`config.mk`:
```
export PLATFORM = sky130hd
export DESIGN_NAME = stream_fifo
export DESIGN_NICKNAME = d
export VERILOG_FILES = /design/src/rtl/test_access_debug_port.sv
export SDC_FILE = /design/constraint.sdc
export NUM_CORES = 1
export LEC_CHECK = 0
export ABC_AREA = 1
export BUFFER_PORTS_ARGS = -buffer_cell sky130_fd_sc_hd__buf_2
export CORE_MARGIN = 4
export CORE_UTILIZATION = 30
export DETAILED_ROUTE_END_ITERATION = 6
export PLACE_DENSITY = 0.45
export SLEW_MARGIN = 20
export SYNTH_ARGS = -nofsm -noshare
export SYNTH_HDL_FRONTEND = slang
export SYNTH_SLANG_ARGS = --single-unit
```
`constraint.sdc`:
```
create_clock -name clk -period 3.85 [get_ports clk]
set_input_delay 0.385 -clock clk [delete_from_list [all_inputs] [get_ports clk]]
set_output_delay 0.385 -clock clk [all_outputs]
set_load 0.02 [all_outputs]
```
`src/rtl/test_access_debug_port.sv`:
```
/*
 * Test access port controller, serial shift path, stream receive FIFO
 * and debug event output on the shared test reset pin.
 * Assumes the host drives the test clock well below the system clock
 * (a test clock period of at least eight system clocks) and that a
 * board-level resolver forms pin levels from the output enables.
 */
// Behaviour
// Logic follows the gated host test clock
// Mode select sampled on rising edges
// Data input captured on rising edges
// Output driven only in shift states
// Output changes only on falling edges
// Low test reset resets the controller
// Low pulse on each debug event
// Shared pin as output ignores reset
// Host asserts test reset with system reset
// Host may reset processor alone
// Standard sixteen-state controller sequence
`timescale 1ns/1ns

module stream_fifo #(
	parameter int WIDTH = 8,
	parameter int DEPTH = 4
) (
	input  wire logic             clk,
	input  wire logic             rst_n,
	input  wire logic [WIDTH-1:0] inData,
	input  wire logic             inValid,
	output logic                  inReady,
	output logic      [WIDTH-1:0] outData,
	output logic                  outValid,
	input  wire logic             outReady
);
	localparam int AW = (DEPTH > 1) ? $clog2(DEPTH) : 1;

	logic [WIDTH-1:0] mem [DEPTH];
	logic [AW-1:0]    wrPtr_reg;
	logic [AW-1:0]    rdPtr_reg;
	logic [AW:0]      count_reg;
	logic             push;
	logic             pop;

	assign inReady  = (count_reg != (AW+1)'(DEPTH));
	assign outValid = (count_reg != '0);
	assign outData  = mem[rdPtr_reg];
	assign push     = inValid && inReady;
	assign pop      = outValid && outReady;

	always_ff @(posedge clk) begin
		if (push) begin
			mem[wrPtr_reg] <= inData;
		end
	end

	always_ff @(posedge clk or negedge rst_n) begin
		if (!rst_n) begin
			wrPtr_reg <= '0;
			rdPtr_reg <= '0;
			count_reg <= '0;
		end else begin
			if (push) begin
				wrPtr_reg <= (wrPtr_reg == AW'(DEPTH-1)) ? '0 : wrPtr_reg + 1'b1;
			end
			if (pop) begin
				rdPtr_reg <= (rdPtr_reg == AW'(DEPTH-1)) ? '0 : rdPtr_reg + 1'b1;
			end
			count_reg <= count_reg + (AW+1)'(push) - (AW+1)'(pop);
		end
	end
endmodule : stream_fifo


```
==> results summary <==
In the final layout, the multi-input gates occupy 465.4 um2. The boundary pin count is 22. The final critical-path setup slack came out at 1.666 ns. The number of warnings printed during yosys synthesis is 0.

The CTS clock-pin slew for the worst setup and hold paths is 0.07 ns. The post-route setup TNS is 0 ns. The highest ir drop seen on vdd came out at 0.0002382 V.

Max-cap violations in this run came to 0. The number of violations reported at the end of detailed-routing iteration 0 came out at 43. CTS placed an instance of sky130_fd_sc_hd__clkbuf_8 at the clock tree root.

Yosys mapped the design onto 15 distinct sky130hd cell types. The number of diodes added for antenna fixing is 0. The remaining number of nets flagged by the antenna check after routing is 0. The arrival time of the worst setup path came out at 1.80 ns. The number of input and output port buffers inserted came out at 21. The leakage power is 0.8601 nW.

The placer's final routability congestion estimate is 0.7355. In the routed layout, each cell is associated on average with a via count of 4.232. The synthesized area divided by synthesized cell count is 11.86 um2. The row count is 27. The TritonCTS sink count is 39. The minimum setup slack after placement is 1.858 ns. Setup repair after global routing left no endpoint under its margin. The worst-case headroom to the max-slew limit is 32.13%.

The ratio of cells with drive above 1 in the final layout came out at 18.39%. The TritonCTS clock tree is built. The number of clock buffers added by TritonCTS is 5.

The min-delay analysis places its worst path in the category in2reg. The die area is 7181 um2. Leaving out fill and tap cells, the most frequent cell in the layout is sky130_fd_sc_hd__nand2_1. The count of unresolved DRC violations after routing is 0.

The run finished with clean final reports. Synthesis produced a netlist whose cell count is 149. The total number of nets in the final design is 193.

The register area is 1136 um2. The highest attainable clock frequency is 457.8 MHz. The pre-antenna-repair detailed-routing pass consisted of 3 iterations. The global-route total usage across every layer came out at 9.236%. The worst path uses 56.73% of the clock period.

The library cells used most frequently in the layout, excluding fill and tap cells, are sky130_fd_sc_hd__nand2_1 (35), sky130_fd_sc_hd__edfxtp_1 (32), sky130_fd_sc_hd__inv_1 (29), sky130_fd_sc_hd__buf_2 (21), sky130_fd_sc_hd__o211ai_1 (16). For this run the aggregate overflow at the end of global routing stands at 0. The initial antenna violation count is 0. Dividing total power by cell area gives a power density of 740.1 nW/um2. The critical path is of the reg2out type. Sequential elements use 64.31% of the synthesized area. The initial core utilization is 31.50%.

In this run the cell area of the synthesized design comes to 1767 um2. The post-detailed-route wirelength per cell came out at 12.31 um. The total area inside the core boundary comes to 5608 um2. The worst path in the final design needs a cycle of 2.184 ns, including I/O delays and setup. The HPWL reported at the end of detailed placement came out at 2102 um. The clock network latency to the later pin of the worst-skew pair is 0.29 ns. The category of the worst setup path launch point is a flop. The count of endpoints failing hold in the final timing report came out at 0.

The total via count in the routed design came out at 1,041. The required arrival time at the worst endpoint came out at 3.46 ns. The flip-flop count of the largest register after layout came out at 32. Entering global routing, the biggest net connects 36 pins. The number of failing setup endpoints in the final timing report is 0.

Of all nets on the critical path, the largest fanout is 35. The first global-routing pass estimated 5009 um of wire. Measured along the y axis, the die boundary spans 84.74 um. The category of the worst setup path capture point is an output pin.

The deepest level of the CTS H-tree is 2. The via count of the first global-routing pass was 1,089. The net count of the mapped netlist came out at 169. The flip-flop and latch count after synthesis came out at 39.

For the pin with the worst max-slew slack, the measured transition is 1.018 ns. The clock passes through at most 2 buffers. The post-route clock skew is 0.004059 ns.

The floorplan die width is 84.74 um. The number of inserted filler cells in the final layout is 598. The synthesis-to-layout area growth came out at 13.17%. The number of pins with negative max-slew slack in the final report came out at 0. The setup check on the worst reg-to-reg path leaves a slack of 1.86 ns.

The wire length reported by the detailed router came out at 3028 um.
metrics by stage:
| step | util [%] | hold slack, ns | area [um2] | total power [mW] | cells |
|---|---|---|---|---|---|
| floorplan | - | 0.08941 | 1767 | 1.114 | 149 |
| global placement | 33.98 | 0.2299 | 1906 | 1.224 | 237 |
| detailed placement | 33.98 | 0.2402 | 1906 | 1.250 | 237 |
| CTS | 35.65 | 0.3027 | 1999 | 1.510 | 246 |
| global route | 35.65 | 0.2993 | 1999 | 1.600 | 246 |
| finish | 35.65 | 0.3053 | 1999 | 1.480 | 246 |
repair_timing:
action                                 CTS  global route
resized for setup                        0             0
endpoints found under the hold margin    7             0
hold buffers                             1             0
setup buffers                            0             0
logic make-up (layout without fill, tap and decap cells):
group	count (synthesis)	after routing	synth area share [%]
XOR/XNOR	2	2	0.9917
AND/OR/NAND/NOR	50	50	12.46
flip-flops	39	39	64.31
adder cells (fa/ha/maj)	8	8	6.090
AO/OA/AOI/OAI	16	16	6.799
buffers and inverters	34	59	9.348
worst paths after layout:
path                                 to    startpoint  cells after the start
hold / removal                mem[0][2]     inData[2]                      1
min in group asynchronous  wrPtr_reg[0]         rst_n                      2
setup reg to reg           count_reg[1]  count_reg[1]                     10
setup / recovery             outData[1]  rdPtr_reg[0]                      4
hold reg to reg            wrPtr_reg[1]  wrPtr_reg[1]                      2
max in group asynchronous  rdPtr_reg[0]         rst_n                      2
where the power goes:
group	total [mW]	internal (mW)	switching, mW
clock	0.259	0.123	0.136
combinational	0.535	0.199	0.336
sequential	0.686	0.568	0.119
final cells by class:
type                            instances  area share, %
Sequential cell                        39          56.82
Multi-Input combinational cell         76          23.28
Clock buffer                            5          3.442
Inverter                               29          5.444
Timing Repair Buffer                   22          5.757
Tap cell                               72          4.506
Clock inverter                          3         0.7509
cells in the mapped netlist (all sizes together):
cell / count / share of area, %
nand2: 39 / 9.4
edfxtp: 32 / 54
inv: 29 / 6.2
o211ai: 16 / 6.8
dfrtp: 7 / 9.9
ha: 7 / 5.0
nor2: 7 / 1.9
buf: 5 / 3.2
nand3: 4 / 1.1
fa: 1 / 1.1
xnor2: 1 / 0.50
xor2: 1 / 0.50
per-layer routing:
metal	global-route usage (%)	up-vias	share of wire, %
li1	-	535	-
met3	3.925	6	4.1
met5	0	-	0
met2	15.73	16	50
met4	3.453	0	1.6
met1	10.23	484	44
worst max-delay path: stages (launching register included):
cell                       delay [ns]
sky130_fd_sc_hd__dfrtp_1         1.01
sky130_fd_sc_hd__nand2_1         0.12
sky130_fd_sc_hd__o211ai_1        0.12
sky130_fd_sc_hd__nand2_1         0.09
sky130_fd_sc_hd__buf_2           0.16
(Power assumes the default switching activity.)
